## src/hdl/nprc_pkg.sv

```systemverilog
// constants, types and helpers shared by the nested priority interrupt controller
package nprc_pkg;

	// ****************************************
	// sizes and register map
	// ****************************************
	localparam int          NUM_VEC      = 14;
	localparam int          NUM_EXT      = 5;
	localparam int          NUM_PERI     = 8;
	localparam int          FIRST_PERI   = 6;
	localparam int          LVL_BIT_HIGH = 5;
	localparam int          LVL_BIT_LOW  = 3;
	localparam logic [7:0]  ADDR_PRIO0   = 8'h00;
	localparam logic [7:0]  ADDR_PRIO1   = 8'h04;
	localparam logic [7:0]  ADDR_PRIO2   = 8'h08;
	localparam logic [7:0]  ADDR_PRIO3   = 8'h0C;
	localparam logic [7:0]  ADDR_EXTSEL0 = 8'h10;
	localparam logic [7:0]  ADDR_EXTSEL1 = 8'h14;
	localparam logic [7:0]  ADDR_PERIEN  = 8'h18;
	localparam logic [7:0]  ADDR_PEND    = 8'h1C;
	localparam int          NMI_EDGE_BIT = 8;
	localparam logic [3:0]  PRIO3_TOP    = 4'hF;

	// ****************************************
	// reset values and codes
	// ****************************************
	localparam logic [1:0]  PRIO_RST     = 2'h3;
	localparam logic [31:0] EXTSEL0_RST  = 32'h00000000;
	localparam logic [7:0]  EXTSEL1_RST  = 8'h00;
	localparam logic        NMI_EDGE_RST = 1'b0;
	localparam logic [7:0]  PERIEN_RST   = 8'h00;
	localparam logic [1:0]  LVL_CODE_0   = 2'h2;
	localparam logic [1:0]  LVL_CODE_1   = 2'h1;
	localparam logic [1:0]  LVL_CODE_2   = 2'h0;
	localparam logic [1:0]  LVL_CODE_3   = 2'h3;
	localparam logic [2:0]  LVL_NMASK    = 3'h4;
	localparam logic [15:0] VEC_RESET    = 16'hFFFE;
	localparam logic [15:0] VEC_TRAP     = 16'hFFFC;
	localparam logic [15:0] VEC_BASE0    = 16'hFFFA;
	localparam logic [13:0] HALT_CAP     = 14'h01FF;
	localparam logic [4:0]  ID_TRAP      = 5'h0E;
	localparam logic [4:0]  ID_RESET     = 5'h0F;
	localparam logic [1:0]  RESP_OKAY    = 2'h0;
	localparam logic [1:0]  RESP_SLVERR  = 2'h2;

	// ****************************************
	// carriers
	// ****************************************
	typedef struct packed {
		logic        req;
		logic [15:0] vector;
		logic [1:0]  level;
		logic        stack;
		logic [4:0]  id;
	} nprc_req_t;

	typedef struct packed {
		logic       ack;
		logic       trap;
		logic       inWait;
		logic       inHalt;
		logic [7:0] conditionCodeReg;
	} nprc_core_t;

	// ****************************************
	// helpers
	// ****************************************
	// level code to rank 0..3
	function automatic logic [2:0] nprc_lvl(input logic [1:0] code);
		logic [2:0] r;
		r = 3'h0;
		unique case (code)
			LVL_CODE_0: r = 3'h0;
			LVL_CODE_1: r = 3'h1;
			LVL_CODE_2: r = 3'h2;
			LVL_CODE_3: r = 3'h3;
		endcase
		return r;
	endfunction

	function automatic logic [15:0] nprc_vec(input logic [4:0] id);
		logic [15:0] v;
		v = VEC_BASE0 - {10'h000, id, 1'b0};
		if (id == ID_RESET) begin
			v = VEC_RESET;
		end else if (id == ID_TRAP) begin
			v = VEC_TRAP;
		end
		return v;
	endfunction

endpackage

```

## src/hdl/nprc_ctrl.sv

```systemverilog
// nested priority interrupt controller with AXI4-Lite priority and config registers
`timescale 1ns/10ps
module nprc_ctrl
	import nprc_pkg::*;
(
	input  wire logic        clk,
	input  wire logic        rst_b,
	input  wire logic        ce,
	input  wire logic [7:0]  awaddr,
	input  wire logic        awvalid,
	output      logic        awready,
	input  wire logic [31:0] wdata,
	input  wire logic [3:0]  wstrb,
	input  wire logic        wvalid,
	output      logic        wready,
	output      logic [1:0]  bresp,
	output      logic        bvalid,
	input  wire logic        bready,
	input  wire logic [7:0]  araddr,
	input  wire logic        arvalid,
	output      logic        arready,
	output      logic [31:0] rdata,
	output      logic [1:0]  rresp,
	output      logic        rvalid,
	input  wire logic        rready,
	input  wire logic        nmiPin,
	input  wire logic [39:0] extPins,
	input  wire logic [7:0]  periphFlag,
	input  wire logic [7:0]  periphClear,
	input  wire nprc_core_t  coreIn,
	output      nprc_req_t   coreReq,
	output      logic        wakeWait,
	output      logic        wakeHalt
);

	// ****************************************
	// state
	// ****************************************
	logic [1:0]  prio [NUM_VEC];
	logic [31:0] extSel0;
	logic [7:0]  extSel1;
	logic        nmiRising;
	logic [7:0]  periEn;
	logic [13:0] pend;
	logic        trapPend;
	logic        resetPend;
	logic        haltExit;
	logic        nmiPrev;
	logic [4:0]  extPrev;
	logic        awGot;
	logic        wGot;
	logic [7:0]  awAddrQ;
	logic [31:0] wDataQ;
	logic [3:0]  wStrbQ;

	// ****************************************
	// request sources
	// ****************************************
	wire logic [39:0] extSelAll = {extSel1, extSel0};
	wire logic [4:0]  extLine;
	wire logic        nmiEdge;
	wire logic [4:0]  extEdge;
	wire logic [7:0]  periReq;

	genvar g;
	generate
		for (g = 0; g < NUM_EXT; g++) begin : gExt
			assign extLine[g] = |(extPins[8*g +: 8] & extSelAll[8*g +: 8]);
		end
	endgenerate

	assign nmiEdge = nmiRising ? (nmiPin & ~nmiPrev) : (~nmiPin & nmiPrev);
	assign extEdge = extLine & ~extPrev;
	assign periReq = periphFlag & periEn;

	// ****************************************
	// arbitration
	// ****************************************
	wire logic [1:0] curCode = {coreIn.conditionCodeReg[LVL_BIT_HIGH],
		coreIn.conditionCodeReg[LVL_BIT_LOW]};
	// re-read every cycle, so a restored level after a return takes effect at once
	wire logic [2:0] curLvl  = nprc_lvl(curCode);
	wire logic       ackHit  = coreIn.ack & coreReq.req;

	logic       found;
	logic       haltAny;
	logic [4:0] bestId;
	logic [2:0] bestLvl;

	always_comb begin
		logic [2:0] lv;
		logic       ok;
		lv      = 3'h0;
		ok      = 1'b0;
		found   = 1'b0;
		haltAny = 1'b0;
		bestId  = 5'h00;
		bestLvl = 3'h0;
		// walk from lowest hardware rank so higher ranks win ties
		for (int i = NUM_VEC - 1; i >= 0; i--) begin
			lv = (i == 0) ? LVL_NMASK : nprc_lvl(prio[i]);
			ok = pend[i] & ((i == 0) | (lv > curLvl));
			if (ok & HALT_CAP[i]) begin
				haltAny = 1'b1;
			end
			// mask while halted too, so no non-capable winner leaks out before haltExit sets
			if ((haltExit | coreIn.inHalt) & ~HALT_CAP[i]) begin
				ok = 1'b0;
			end
			if (ok & (~found | (lv >= bestLvl))) begin
				found   = 1'b1;
				bestId  = 5'(i);
				bestLvl = lv;
			end
		end
		if (trapPend) begin
			found   = 1'b1;
			bestId  = ID_TRAP;
			bestLvl = LVL_NMASK;
		end
		if (resetPend) begin
			found   = 1'b1;
			haltAny = 1'b1;
			bestId  = ID_RESET;
			bestLvl = LVL_NMASK;
		end
	end

	wire logic       bestNmask = (bestLvl == LVL_NMASK);
	wire logic [1:0] bestCode  = bestNmask ? LVL_CODE_3 : prio[bestId[3:0]];
	wire nprc_req_t  nextReq   = '{req: found, vector: nprc_vec(bestId), level: bestCode,
		stack: (bestId != ID_RESET), id: bestId};

	// ****************************************
	// pending latches
	// ****************************************
	wire logic [13:0] ackMask  = (ackHit & (coreReq.id < ID_TRAP)) ?
		(14'h0001 << coreReq.id[3:0]) : 14'h0000;
	wire logic [13:0] setMask  = {periReq, extEdge, nmiEdge};
	// edge sources drop on entry, peripherals only by their clear sequence
	wire logic [13:0] clrMask  = {periphClear, ackMask[5:0]};
	wire logic [13:0] next_pend = setMask | (pend & ~clrMask);

	always_ff @(posedge clk or negedge rst_b) begin
		if (!rst_b) begin
			pend      <= 14'h0000;
			trapPend  <= 1'b0;
			resetPend <= 1'b1;
			nmiPrev   <= 1'b0;
			extPrev   <= 5'h00;
		end else if (ce) begin
			pend      <= next_pend;
			trapPend  <= coreIn.trap | (trapPend & ~(ackHit & (coreReq.id == ID_TRAP)));
			resetPend <= resetPend & ~(ackHit & (coreReq.id == ID_RESET));
			nmiPrev   <= nmiPin;
			extPrev   <= extLine;
		end
	end

	// ****************************************
	// core hand-off and wake
	// ****************************************
	always_ff @(posedge clk or negedge rst_b) begin
		if (!rst_b) begin
			coreReq  <= '0;
			wakeWait <= 1'b0;
			wakeHalt <= 1'b0;
			haltExit <= 1'b0;
		end else if (ce) begin
			// drop for one cycle after an acknowledge so a stale winner is never re-taken
			coreReq  <= ackHit ? nprc_req_t'('0) : nextReq;
			wakeWait <= found;
			wakeHalt <= haltAny;
			if (coreIn.inHalt & haltAny) begin
				haltExit <= 1'b1;
			end else if (ackHit) begin
				haltExit <= 1'b0;
			end
		end
	end

	// ****************************************
	// register decode
	// ****************************************
	wire logic       wrMapped = (awAddrQ[7:5] == 3'h0) & (awAddrQ[1:0] == 2'h0);
	wire logic       rdMapped = (araddr[7:5] == 3'h0) & (araddr[1:0] == 2'h0);
	wire logic       wrFire   = awGot & wGot & ~bvalid;
	wire logic       wrEn     = wrFire & wrMapped;
	wire logic       wrLane0  = wrEn & wStrbQ[0];
	wire logic [3:0] wrPrio;
	wire logic [7:0] prioByte [4];
	logic     [31:0] readData;

	assign wrPrio[0] = wrLane0 & (awAddrQ == ADDR_PRIO0);
	assign wrPrio[1] = wrLane0 & (awAddrQ == ADDR_PRIO1);
	assign wrPrio[2] = wrLane0 & (awAddrQ == ADDR_PRIO2);
	assign wrPrio[3] = wrLane0 & (awAddrQ == ADDR_PRIO3);

	generate
		for (g = 0; g < 3; g++) begin : gPrio
			assign prioByte[g] = {prio[4*g+3], prio[4*g+2], prio[4*g+1], prio[4*g]};
		end
	endgenerate
	assign prioByte[3] = {PRIO3_TOP, prio[13], prio[12]};

	always_comb begin
		readData = 32'h00000000;
		unique case (araddr)
			ADDR_PRIO0:   readData = {24'h000000, prioByte[0]};
			ADDR_PRIO1:   readData = {24'h000000, prioByte[1]};
			ADDR_PRIO2:   readData = {24'h000000, prioByte[2]};
			ADDR_PRIO3:   readData = {24'h000000, prioByte[3]};
			ADDR_EXTSEL0: readData = extSel0;
			ADDR_EXTSEL1: readData = {23'h000000, nmiRising, extSel1};
			ADDR_PERIEN:  readData = {24'h000000, periEn};
			ADDR_PEND:    readData = {16'h0000, resetPend, trapPend, pend};
			default:      readData = 32'h00000000;
		endcase
	end

	// ****************************************
	// priority and config registers
	// ****************************************
	always_ff @(posedge clk or negedge rst_b) begin
		if (!rst_b) begin
			for (int f = 0; f < NUM_VEC; f++) begin
				prio[f] <= PRIO_RST;
			end
		end else if (ce) begin
			for (int f = 0; f < NUM_VEC; f++) begin
				if (wrPrio[f / 4] & (wDataQ[2*(f%4) +: 2] != LVL_CODE_0)) begin
					prio[f] <= wDataQ[2*(f%4) +: 2];
				end
			end
		end
	end

	always_ff @(posedge clk or negedge rst_b) begin
		if (!rst_b) begin
			extSel0   <= EXTSEL0_RST;
			extSel1   <= EXTSEL1_RST;
			nmiRising <= NMI_EDGE_RST;
			periEn    <= PERIEN_RST;
		end else if (ce & wrEn) begin
			if (awAddrQ == ADDR_EXTSEL0) begin
				for (int b = 0; b < 4; b++) begin
					if (wStrbQ[b]) begin
						extSel0[8*b +: 8] <= wDataQ[8*b +: 8];
					end
				end
			end
			if ((awAddrQ == ADDR_EXTSEL1) & wStrbQ[0]) begin
				extSel1 <= wDataQ[7:0];
			end
			if ((awAddrQ == ADDR_EXTSEL1) & wStrbQ[1]) begin
				nmiRising <= wDataQ[NMI_EDGE_BIT];
			end
			if ((awAddrQ == ADDR_PERIEN) & wStrbQ[0]) begin
				periEn <= wDataQ[7:0];
			end
		end
	end

	// ****************************************
	// AXI4-Lite write channels
	// ****************************************
	always_ff @(posedge clk or negedge rst_b) begin
		if (!rst_b) begin
			awGot   <= 1'b0;
			awready <= 1'b1;
			awAddrQ <= 8'h00;
		end else if (ce) begin
			if (awvalid & awready) begin
				awGot   <= 1'b1;
				awready <= 1'b0;
				awAddrQ <= awaddr;
			end else if (bvalid & bready) begin
				awGot   <= 1'b0;
				awready <= 1'b1;
			end
		end
	end

	always_ff @(posedge clk or negedge rst_b) begin
		if (!rst_b) begin
			wGot   <= 1'b0;
			wready <= 1'b1;
			wDataQ <= 32'h00000000;
			wStrbQ <= 4'h0;
		end else if (ce) begin
			if (wvalid & wready) begin
				wGot   <= 1'b1;
				wready <= 1'b0;
				wDataQ <= wdata;
				wStrbQ <= wstrb;
			end else if (bvalid & bready) begin
				wGot   <= 1'b0;
				wready <= 1'b1;
			end
		end
	end

	always_ff @(posedge clk or negedge rst_b) begin
		if (!rst_b) begin
			bvalid <= 1'b0;
			bresp  <= RESP_OKAY;
		end else if (ce) begin
			if (wrFire) begin
				bvalid <= 1'b1;
				bresp  <= wrMapped ? RESP_OKAY : RESP_SLVERR;
			end else if (bready) begin
				bvalid <= 1'b0;
			end
		end
	end

	// ****************************************
	// AXI4-Lite read channels
	// ****************************************
	always_ff @(posedge clk or negedge rst_b) begin
		if (!rst_b) begin
			arready <= 1'b1;
			rvalid  <= 1'b0;
			rdata   <= 32'h00000000;
			rresp   <= RESP_OKAY;
		end else if (ce) begin
			if (arvalid & arready) begin
				arready <= 1'b0;
				rvalid  <= 1'b1;
				rdata   <= readData;
				rresp   <= rdMapped ? RESP_OKAY : RESP_SLVERR;
			end else if (rvalid & rready) begin
				arready <= 1'b1;
				rvalid  <= 1'b0;
			end
		end
	end

endmodule // nprc_ctrl

```

## config.mk

```make
export PLATFORM = sky130hd
export DESIGN_NAME = nprc_ctrl
export DESIGN_NICKNAME = d
export VERILOG_FILES = /design/src/hdl/nprc_pkg.sv /design/src/hdl/nprc_ctrl.sv
export SDC_FILE = /design/constraint.sdc
export NUM_CORES = 1
export LEC_CHECK = 0
export ABC_AREA = 0
export BUFFER_PORTS_ARGS = -buffer_cell sky130_fd_sc_hd__buf_4
export CAP_MARGIN = 10
export CORE_MARGIN = 2
export CORE_UTILIZATION = 50
export CTS_CLUSTER_DIAMETER = 30
export DETAILED_ROUTE_END_ITERATION = 8
export PLACE_DENSITY = 0.74
export RECOVER_POWER = 25
export SLEW_MARGIN = 5
export SYNTH_ARGS = -nofsm -noshare
export SYNTH_HDL_FRONTEND = slang
export SYNTH_SLANG_ARGS = --single-unit
```

## constraint.sdc

```tcl
create_clock -name clk -period 15.35 [get_ports clk]
set_input_delay 4.605 -clock clk [delete_from_list [all_inputs] [get_ports clk]]
set_output_delay 4.605 -clock clk [all_outputs]
set_load 0.05 [all_outputs]
```

==> impl_metrics.ini, run 1 <==
[die]
die_w_um = 155
fp.coreArea_um2 = 22600
rows = 55
dieArea_um2 = 24100
design.portCount = 197
die_y_um = 155
start_util_pct = 50.8

[detailed_routing]
vias_per_cell = 6.12
drt_pass1_iterations = 6
met3WireLength_um = 3200
drt.antenna.violating_nets = 0
drtIter0Drc = 838
drc_errors = 0
wl_um = 38400
vias = 10400
routedWlPerCell_um = 22.5
highest-signal-layer = met4
route.met2.wl_um = 18200
met1_length_um = 15200

[critical_path]
crit_path_start_kind = primary input
crit_path_frequent_cell = a21oi_4
rr_endpoint = coreReq[6]
r2r_start = prio[1]
r2r_cells = 90
cp.arrival_ns = 19.30
path_max_fanout = 6
max_stage_delay_ns = 0.33
end_kind = flop
slowest_stage = mux2_4
r2r_slack_ns = -0.07
cp_data_required_time_ns = 15.71
critical_path_class = primary input to flop

[layout]
multi_input_area_um2 = 6860
syn_to_final_growth_pct = 42.9
design_area_um2 = 16400
layout-drive-gt1-share_pct = 45.1
stdcell_count = 1705
insertedDiodeCount = 0
seqCellArea_um2 = 5070
layout_common_cells = buf_4 (289), dfrtp_1 (169), nand2_1 (118), mux2_2 (89), ha_1 (77)
nets = 1612
final_core_util_pct = 72.6
layout_commonest_cell = buf_4
fillers = 1515

[timing]
rsz0062_at_grt = yes
max_freq_mhz = 52.8
layout_min_cycle_time_ns = 18.95
skew_ns = 0.0234
hold_viol_final = 0
final_max_slew_viol_count = 116
tightest_slew_ns = 5.95
period_share_pct = 123
relSlewSlack_pct = -297
setup_slack_ns = -3.60
holdWs_ns = 0.459
setup_violations = 10

[clock_network]
cts.clk_slew.worst_paths_ns = 0.05
cts_tree = yes
root_buffer = clkbuf_16
clk_path_buf_depth = 3
worstSkewPairLatency_ns = 0.52
numCtsBuffers = 39
cts_hold_buf = 0
cts.sink_count = 201
htreeDepth = 2

[placed_design]
gp_congestion = 0.927
place_inst = 1596
dp_hpwl_um = 26100
numPortBuffers = 185
place_area_um2 = 14000

[global_routing]
grt_pass1_vias = 10500
grt_pass1_wl_um = 57700
grt_antenna_before_repair = 0
grt_use_total_pct = 30.6
grt_max_degree = 116
overflow = 0

[synth]
synth_seq_area_share_pct = 44.2
synth_edf_count = 0
synth_seq_cells = 201
synth.distinct_cells = 81
postSynthAreaPerCell_um2 = 10.7
synthCells = 1073
netlist_area_um2 = 11500
synth_warnings = 0
synth_ff_type = dfrtp_1
async_flop_share_pct = 100

[status]
violations = capacitance limit, slew limit, setup timing
outcome = finished with violations

[hold_path]
hp-start = extPrev[0]
min_to = pend[1]
min_path_cells = 1
hold_path_class = flop to flop

[flow_run]
drv_cap = 1

[pwr]
p_leak_nw = 7.90
p_per_area_nw_per_um2 = 128
ir_drop_mv = 0.142
power_mw = 2.09
==> worst max path at each step <==
stage	from	end
CTS	coreIn[3]	coreReq[6]
global placement	coreIn[3]	coreReq[6]
global route	coreIn[3]	coreReq[6]
finish	coreIn[3]	coreReq[6]
detailed placement	coreIn[3]	coreReq[7]
floorplan	coreIn[3]	coreReq[7]
==> report_power, final <==
| group | internal [mW] | switching, mW | leakage [nW] |
|---|---|---|---|
| combinational | 0.200 | 0.224 | 4.65 |
| clock | 0.662 | 0.291 | 0.700 |
| sequential | 0.618 | 0.0966 | 2.55 |
| total | 1.48 | 0.611 | 7.90 |
==> kinds of logic (layout without fill, tap and decap cells) <==
family / count (synthesis) / count (layout) / synth area share [%]
AND/OR/NAND/NOR: 296 / 296 / 12.6
AO/OA/AOI/OAI: 294 / 294 / 19.6
flip-flops: 201 / 201 / 44.2
multiplexers: 102 / 102 / 9.95
buffers and inverters: 86 / 430 / 3.43
other: 1 / 4 / 0.0327
adder cells (fa/ha/maj): 93 / 93 / 10.2
==> cell usage after synthesis (all sizes together), types with 4 or more instances <==
cell / n / area share (%)
ha: 93 / 10
o2111a: 6 / 0.69
a22oi: 54 / 3.5
buf: 17 / 1.2
mux2i: 10 / 0.87
and2: 4 / 0.24
o31ai: 10 / 0.79
dfstp: 32 / 7.3
o21a: 7 / 0.52
and3: 7 / 0.43
dfrtp: 169 / 37
a21o: 7 / 0.46
nor4: 7 / 0.38
clkbuf: 19 / 0.62
nand2: 126 / 4.1
nand3: 20 / 1.0
o21ai: 43 / 1.9
o2bb2ai: 7 / 0.54
nor2b: 14 / 0.96
o22ai: 4 / 0.34
a31oi: 6 / 0.33
a221oi: 8 / 0.61
o211ai: 9 / 0.68
or2: 7 / 0.38
nor2: 59 / 2.1
nand4: 9 / 0.55
mux2: 92 / 9.1
nor3: 14 / 0.71
a32o: 11 / 0.96
o21bai: 12 / 0.79
inv: 49 / 1.6
a22o: 32 / 2.4
o2111ai: 5 / 0.70
a21oi: 49 / 2.2
nand2b: 17 / 0.93
==> flip-flops by register name, indices dropped and copies added (netlist names), 4 cells and up <==
name,flops
coreReq,14
prio,28
extPrev,5
pend,14
extSel0,32
wStrbQ,4
awAddrQ,8
periEn,8
wDataQ,32
rdata,32
extSel1,8
==> repair_timing <==
item / in CTS / in global routing
setup endpoints to repair: 10 / 10
gates resized for setup: 64 / 54
pin swaps: 25 / 40
buffers inserted: 25 / 15
==> stage by stage <==
| step | TNS [ns] | setup slack, ns |
|---|---|---|
| 2_1_floorplan | -26.21 | -3.18 |
| 3_3_place_gp | -34.57 | -3.91 |
| 3_5_place_dp | -36.70 | -4.14 |
| 4_1_cts | -29.75 | -3.37 |
| 5_1_grt | -38.15 | -4.30 |
| 6_report | -31.23 | -3.60 |
==> critical path, delay by kind of cell <==
kind                     cells  cell delay (ns)
adder cells (fa/ha/maj)     14             3.37
AO/OA/AOI/OAI               38             5.92
multiplexers                 4             1.03
buffers and inverters        9             1.05
AND/OR/NAND/NOR             27             3.29
==> final cells by class <==
| type | instances | share of cell area [%] |
|---|---|---|
| clock buffers | 50 | 6.52 |
| clock inverters | 21 | 2.41 |
| inverters | 50 | 1.27 |
| multi-input cells | 789 | 41.9 |
| flip-flops and latches | 201 | 31.0 |
| well taps | 285 | 2.18 |
| repair buffers | 309 | 14.8 |
==> routing by layer <==
metal  GRT usage [%]  vias up
met2            50.5      553
met1            38.9     5133
met3            6.35      145
met5               0        -
li1                -     4612
met4            14.1        0
Power figures use the tool's default switching activity.
==> inputs of run 2 (changes only) <==
--- a/config.mk
+++ b/config.mk
@@ -6,7 +6,7 @@
 export NUM_CORES = 1
 export LEC_CHECK = 0
 export ABC_AREA = 0
-export BUFFER_PORTS_ARGS = -buffer_cell sky130_fd_sc_hd__buf_4
+export BUFFER_PORTS_ARGS = -buffer_cell sky130_fd_sc_hd__buf_2
 export CAP_MARGIN = 10
 export CORE_MARGIN = 2
 export CORE_UTILIZATION = 50
==> run 2 against run 1 <==
The run still ends with capacitance limit, slew limit, setup timing left; wire length decreased by 6.5%; combinational power decreased by 8.3%; cell count decreased by 0.53%; die area unchanged; worst hold slack better by 0.0014 ns; utilization fell by 4.2 points; final area fell by 5.7%; count of clock-buffer cells in the layout decreased by 6; highest routed layer unchanged.
==> impl_metrics.ini, run 2 (synthesis gave the netlist of run 1 again) <==
[status]
outcome = finished with violations
violations = capacitance limit, slew limit, setup timing

[critical_path]
slowest_stage = o32ai_4
crit_path_start_kind = primary input
end_kind = flop
r2r_cells = 90
r2r_slack_ns = -0.12
path_max_fanout = 8
crit_path_frequent_cell = nand2b_4
cp.arrival_ns = 19.33
cp_data_required_time_ns = 15.72
critical_path_class = primary input to flop
r2r_start = prio[0]
max_stage_delay_ns = 0.37
worstSetupStartpoint = coreIn[3]

[die]
start_util_pct = 50.8
dieArea_um2 = 24100
design.portCount = 197
die_w_um = 155
die_y_um = 155
rows = 55
fp.coreArea_um2 = 22600

[timing]
period_share_pct = 123
relSlewSlack_pct = -192
holdWs_ns = 0.460
setup_slack_ns = -3.61
layout_min_cycle_time_ns = 18.96
fin_tns_setup_ns = -32.10
skew_ns = 0.0234
rsz0062_at_grt = yes
tightest_slew_ns = 4.39
max_freq_mhz = 52.8
hold_viol_final = 0
final_max_slew_viol_count = 175
setup_violations = 10

[global_routing]
overflow = 0
grt_use_total_pct = 29.5
grt_antenna_before_repair = 0
grt_max_degree = 85
grt_pass1_wl_um = 55300
grt_pass1_vias = 10200

[detailed_routing]
vias = 10100
wl_um = 35900
vias_per_cell = 5.96
drt_pass1_iterations = 6
routedWlPerCell_um = 21.2
drc_errors = 0
drt.antenna.violating_nets = 0
drtIter0Drc = 810

[clock_network]
htreeDepth = 2
worstSkewPairLatency_ns = 0.53
cts_hold_buf = 0
cts.clk_slew.worst_paths_ns = 0.05
numCtsBuffers = 36
clk_path_buf_depth = 3
root_buffer = clkbuf_16
cts_tree = yes
cts.sink_count = 201

[layout]
layout-drive-gt1-share_pct = 43.6
nets = 1604
fillers = 1652
layout_commonest_cell = buf_2
syn_to_final_growth_pct = 34.7
seqCellArea_um2 = 5070
final_core_util_pct = 68.4
design_area_um2 = 15400
stdcell_count = 1696
multi_input_area_um2 = 6680
layout_common_cells = buf_2 (182), dfrtp_1 (169), nand2_1 (117), buf_4 (105), mux2_2 (90)
largest_registers = extSel0 (32), rdata (32), wDataQ (32)

[pwr]
p_leak_nw = 7.58
power_mw = 1.89
p_per_area_nw_per_um2 = 123
ir_drop_mv = 0.131

[placed_design]
dp_slack_ns = -4.28
place_inst = 1599
dp_hpwl_um = 25900
gp_congestion = 0.986
place_area_um2 = 13600
numPortBuffers = 185

[hold_path]
min_path_cells = 1
hold_path_class = flop to flop
hp-start = extPrev[3]

[flow_run]
drv_cap = 3
[run 2: final timing paths]
| check | endpoint |
|---|---|
| worst max-delay path | coreReq[7] |
| worst min register to register | pend[4] |
| max in group asynchronous | rdata[20] |
| min in group asynchronous | coreReq[10] |
| worst max register to register | coreReq[7] |
| worst min-delay path | pend[4] |
[run 2: repair_timing]
| item | in CTS | in global routing |
|---|---|---|
| resized for setup | 53 | 37 |
| cloned | 0 | 1 |
| buffers inserted | 21 | 9 |
| hold endpoints to repair | 0 | 0 |
| endpoints found under the setup margin | 10 | 10 |
| pin swaps | 13 | 30 |
[run 2: area by class of cell]
cell class / count / area share, %
diodes: 1 / 0.0162
inverters: 50 / 1.35
well taps: 285 / 2.31
clock inverters: 22 / 1.57
repair buffers: 304 / 12.3
clock buffers: 44 / 6.36
flip-flops and latches: 201 / 32.8
multi-input cells: 789 / 43.2
[run 2: per-layer routing]
layer	track usage [%]	share of wire [%]
met5	0	0
met4	11.9	3.6
met3	7.02	8.0
met2	48.9	48
met1	37.2	40
[run 2: worst max-delay path, delay by kind of cell]
kind / cells / cell delay (ns)
buf+inv: 8 / 0.63
simple gates: 27 / 3.44
mux: 4 / 1.07
fa+ha+maj: 14 / 3.67
compound gates: 39 / 5.93
[run 2: report_power, final]
part           leakage [nW]  internal [mW]  switching [mW]
Clock                 0.584          0.499           0.293
Sequential             2.55          0.617          0.0956
Combinational          4.45          0.177           0.212
==> inputs of run 3 (changes only) <==
--- a/config.mk
+++ b/config.mk
@@ -11,7 +11,9 @@
 export CORE_MARGIN = 2
 export CORE_UTILIZATION = 50
 export CTS_CLUSTER_DIAMETER = 30
+export CTS_CLUSTER_SIZE = 30
 export DETAILED_ROUTE_END_ITERATION = 8
+export MAX_ROUTING_LAYER = met4
 export PLACE_DENSITY = 0.74
 export RECOVER_POWER = 25
 export SLEW_MARGIN = 5
==> run 3 against run 2 <==
The run still ends with capacitance limit, slew limit, setup timing left; sequential share of layout area shrank 0.73 points; final area increased by 2.3%; fmax shrank 1.4%; largest power group unchanged; highest routed layer unchanged.
==> impl_metrics.ini, run 3 (synthesis gave the netlist of run 1 again) <==
[status]
outcome = finished with violations
violations = capacitance limit, slew limit, setup timing

[clock_network]
htreeDepth = 2
root_buffer = clkbuf_16
cts_tree = yes
numCtsBuffers = 40
cts.clk_slew.worst_paths_ns = 0.04
cts.sink_count = 201
clk_path_buf_depth = 3
worstSkewPairLatency_ns = 0.53

[layout]
multi_input_area_um2 = 6770
syn_to_final_growth_pct = 37.8
largest_registers = extSel0 (32), rdata (32), wDataQ (32)
fillers = 1581
seqCellArea_um2 = 5070
nets = 1625
layout_common_cells = buf_2 (182), dfrtp_1 (169), buf_4 (127), nand2_1 (121), mux2_2 (89)
layout_commonest_cell = buf_2
layout-drive-gt1-share_pct = 44.7
insertedDiodeCount = 0

[detailed_routing]
vias_per_cell = 6.00
drtIter0Drc = 782
drt_pass1_iterations = 5
drc_errors = 0
wl_um = 36400
routedWlPerCell_um = 21.2
drt.antenna.violating_nets = 0
vias = 10300

[critical_path]
critical_path_class = primary input to flop
crit_path_frequent_cell = nand2b_4
cp_top_family = compound AO/OA/AOI/OAI gates
cp.arrival_ns = 19.59
max_stage_delay_ns = 0.37
crit_path_start_kind = primary input
path_buf_inv = 7
cp_data_required_time_ns = 15.72
end_kind = flop
path_max_fanout = 5
slowest_stage = a221oi_4

[die]
die_y_um = 155
dieArea_um2 = 24100
start_util_pct = 50.8
rows = 55
die_w_um = 155
design.portCount = 197
fp.coreArea_um2 = 22600

[pwr]
ir_drop_mv = 0.136
p_per_area_nw_per_um2 = 126
p_leak_nw = 7.78
power_mw = 1.98

[timing]
layout_min_cycle_time_ns = 19.22
rsz0062_at_grt = yes
final_max_slew_viol_count = 123
hold_viol_final = 0
period_share_pct = 125
setup_violations = 10
skew_ns = 0.0347
max_freq_mhz = 52.0
setup_slack_ns = -3.87
tightest_slew_ns = 6.37
holdWs_ns = 0.463
relSlewSlack_pct = -325

[global_routing]
grt_pass1_vias = 10300
grt_use_total_pct = 30.4
grt_max_degree = 123
grt_pass1_wl_um = 55400
overflow = 0
grt_antenna_before_repair = 0

[placed_design]
gp_congestion = 0.946
dp_slack_ns = -4.44
numPortBuffers = 185
dp_hpwl_um = 25900

[flow_run]
drv_cap = 1

[hold_path]
hold_path_class = flop to flop
## run 3: layer usage
metal	track usage, %	wire [um]
met5	-	0
met2	49.5	17700
met1	38.7	14800
met3	5.32	2620
met4	10.4	1290
## run 3: report_power, final
part	total, mW	internal (mW)	switching [mW]
combinational	0.391	0.177	0.214
clock	0.880	0.573	0.307
sequential	0.711	0.618	0.0938
total	1.98	1.37	0.614
## run 3: timing repair
item	in CTS	in global routing
setup endpoints to repair	10	10
hold buffers	0	0
setup buffers	34	14
pin swaps	33	57
resized for setup	66	31
## run 3: worst register-to-register path, delay by kind of cell, from the launching register on
family | cells | cell delay (ns)
flip-flops | 1 | 0.56
multiplexers | 4 | 1.10
AND/OR/NAND/NOR | 27 | 3.33
AO/OA/AOI/OAI | 39 | 6.67
buffers and inverters | 6 | 0.51
adder cells (fa/ha/maj) | 14 | 3.49
## run 3: layout make-up
class                   count  share of cell area, %
multi-input cells         789                   42.8
clock inverters            21                   1.78
repair buffers            321                   12.7
inverters                  50                   1.32
clock buffers              51                   7.04
well taps                 285                   2.26
flip-flops and latches    201                   32.1
## run 3: through the flow
step	utilization (%)	instances	cell area, um2	setup TNS [ns]
after floorplan	-	1076	11800	-26.21
after global placement	60.0	1598	13500	-35.56
after detailed placement	60.0	1598	13500	-39.02
after CTS	68.7	1704	15500	-30.73
after global routing	70.0	1718	15800	-40.37
final	70.0	1718	15800	-34.27
## run 3: final timing paths
check / cells past startpoint / startpoint / slack [ns] / to
setup / recovery: 90 / coreIn[5] / -3.87 / coreReq[6]
hold / removal: 1 / extPrev[1] / 0.46 / pend[2]
setup reg to reg: 90 / prio[1] / -0.48 / coreReq[6]
hold reg to reg: 1 / extPrev[1] / 0.46 / pend[2]
max in group asynchronous: 1 / rst_b / 5.30 / wDataQ[2]
min in group asynchronous: 1 / rst_b / 6.44 / rdata[9]
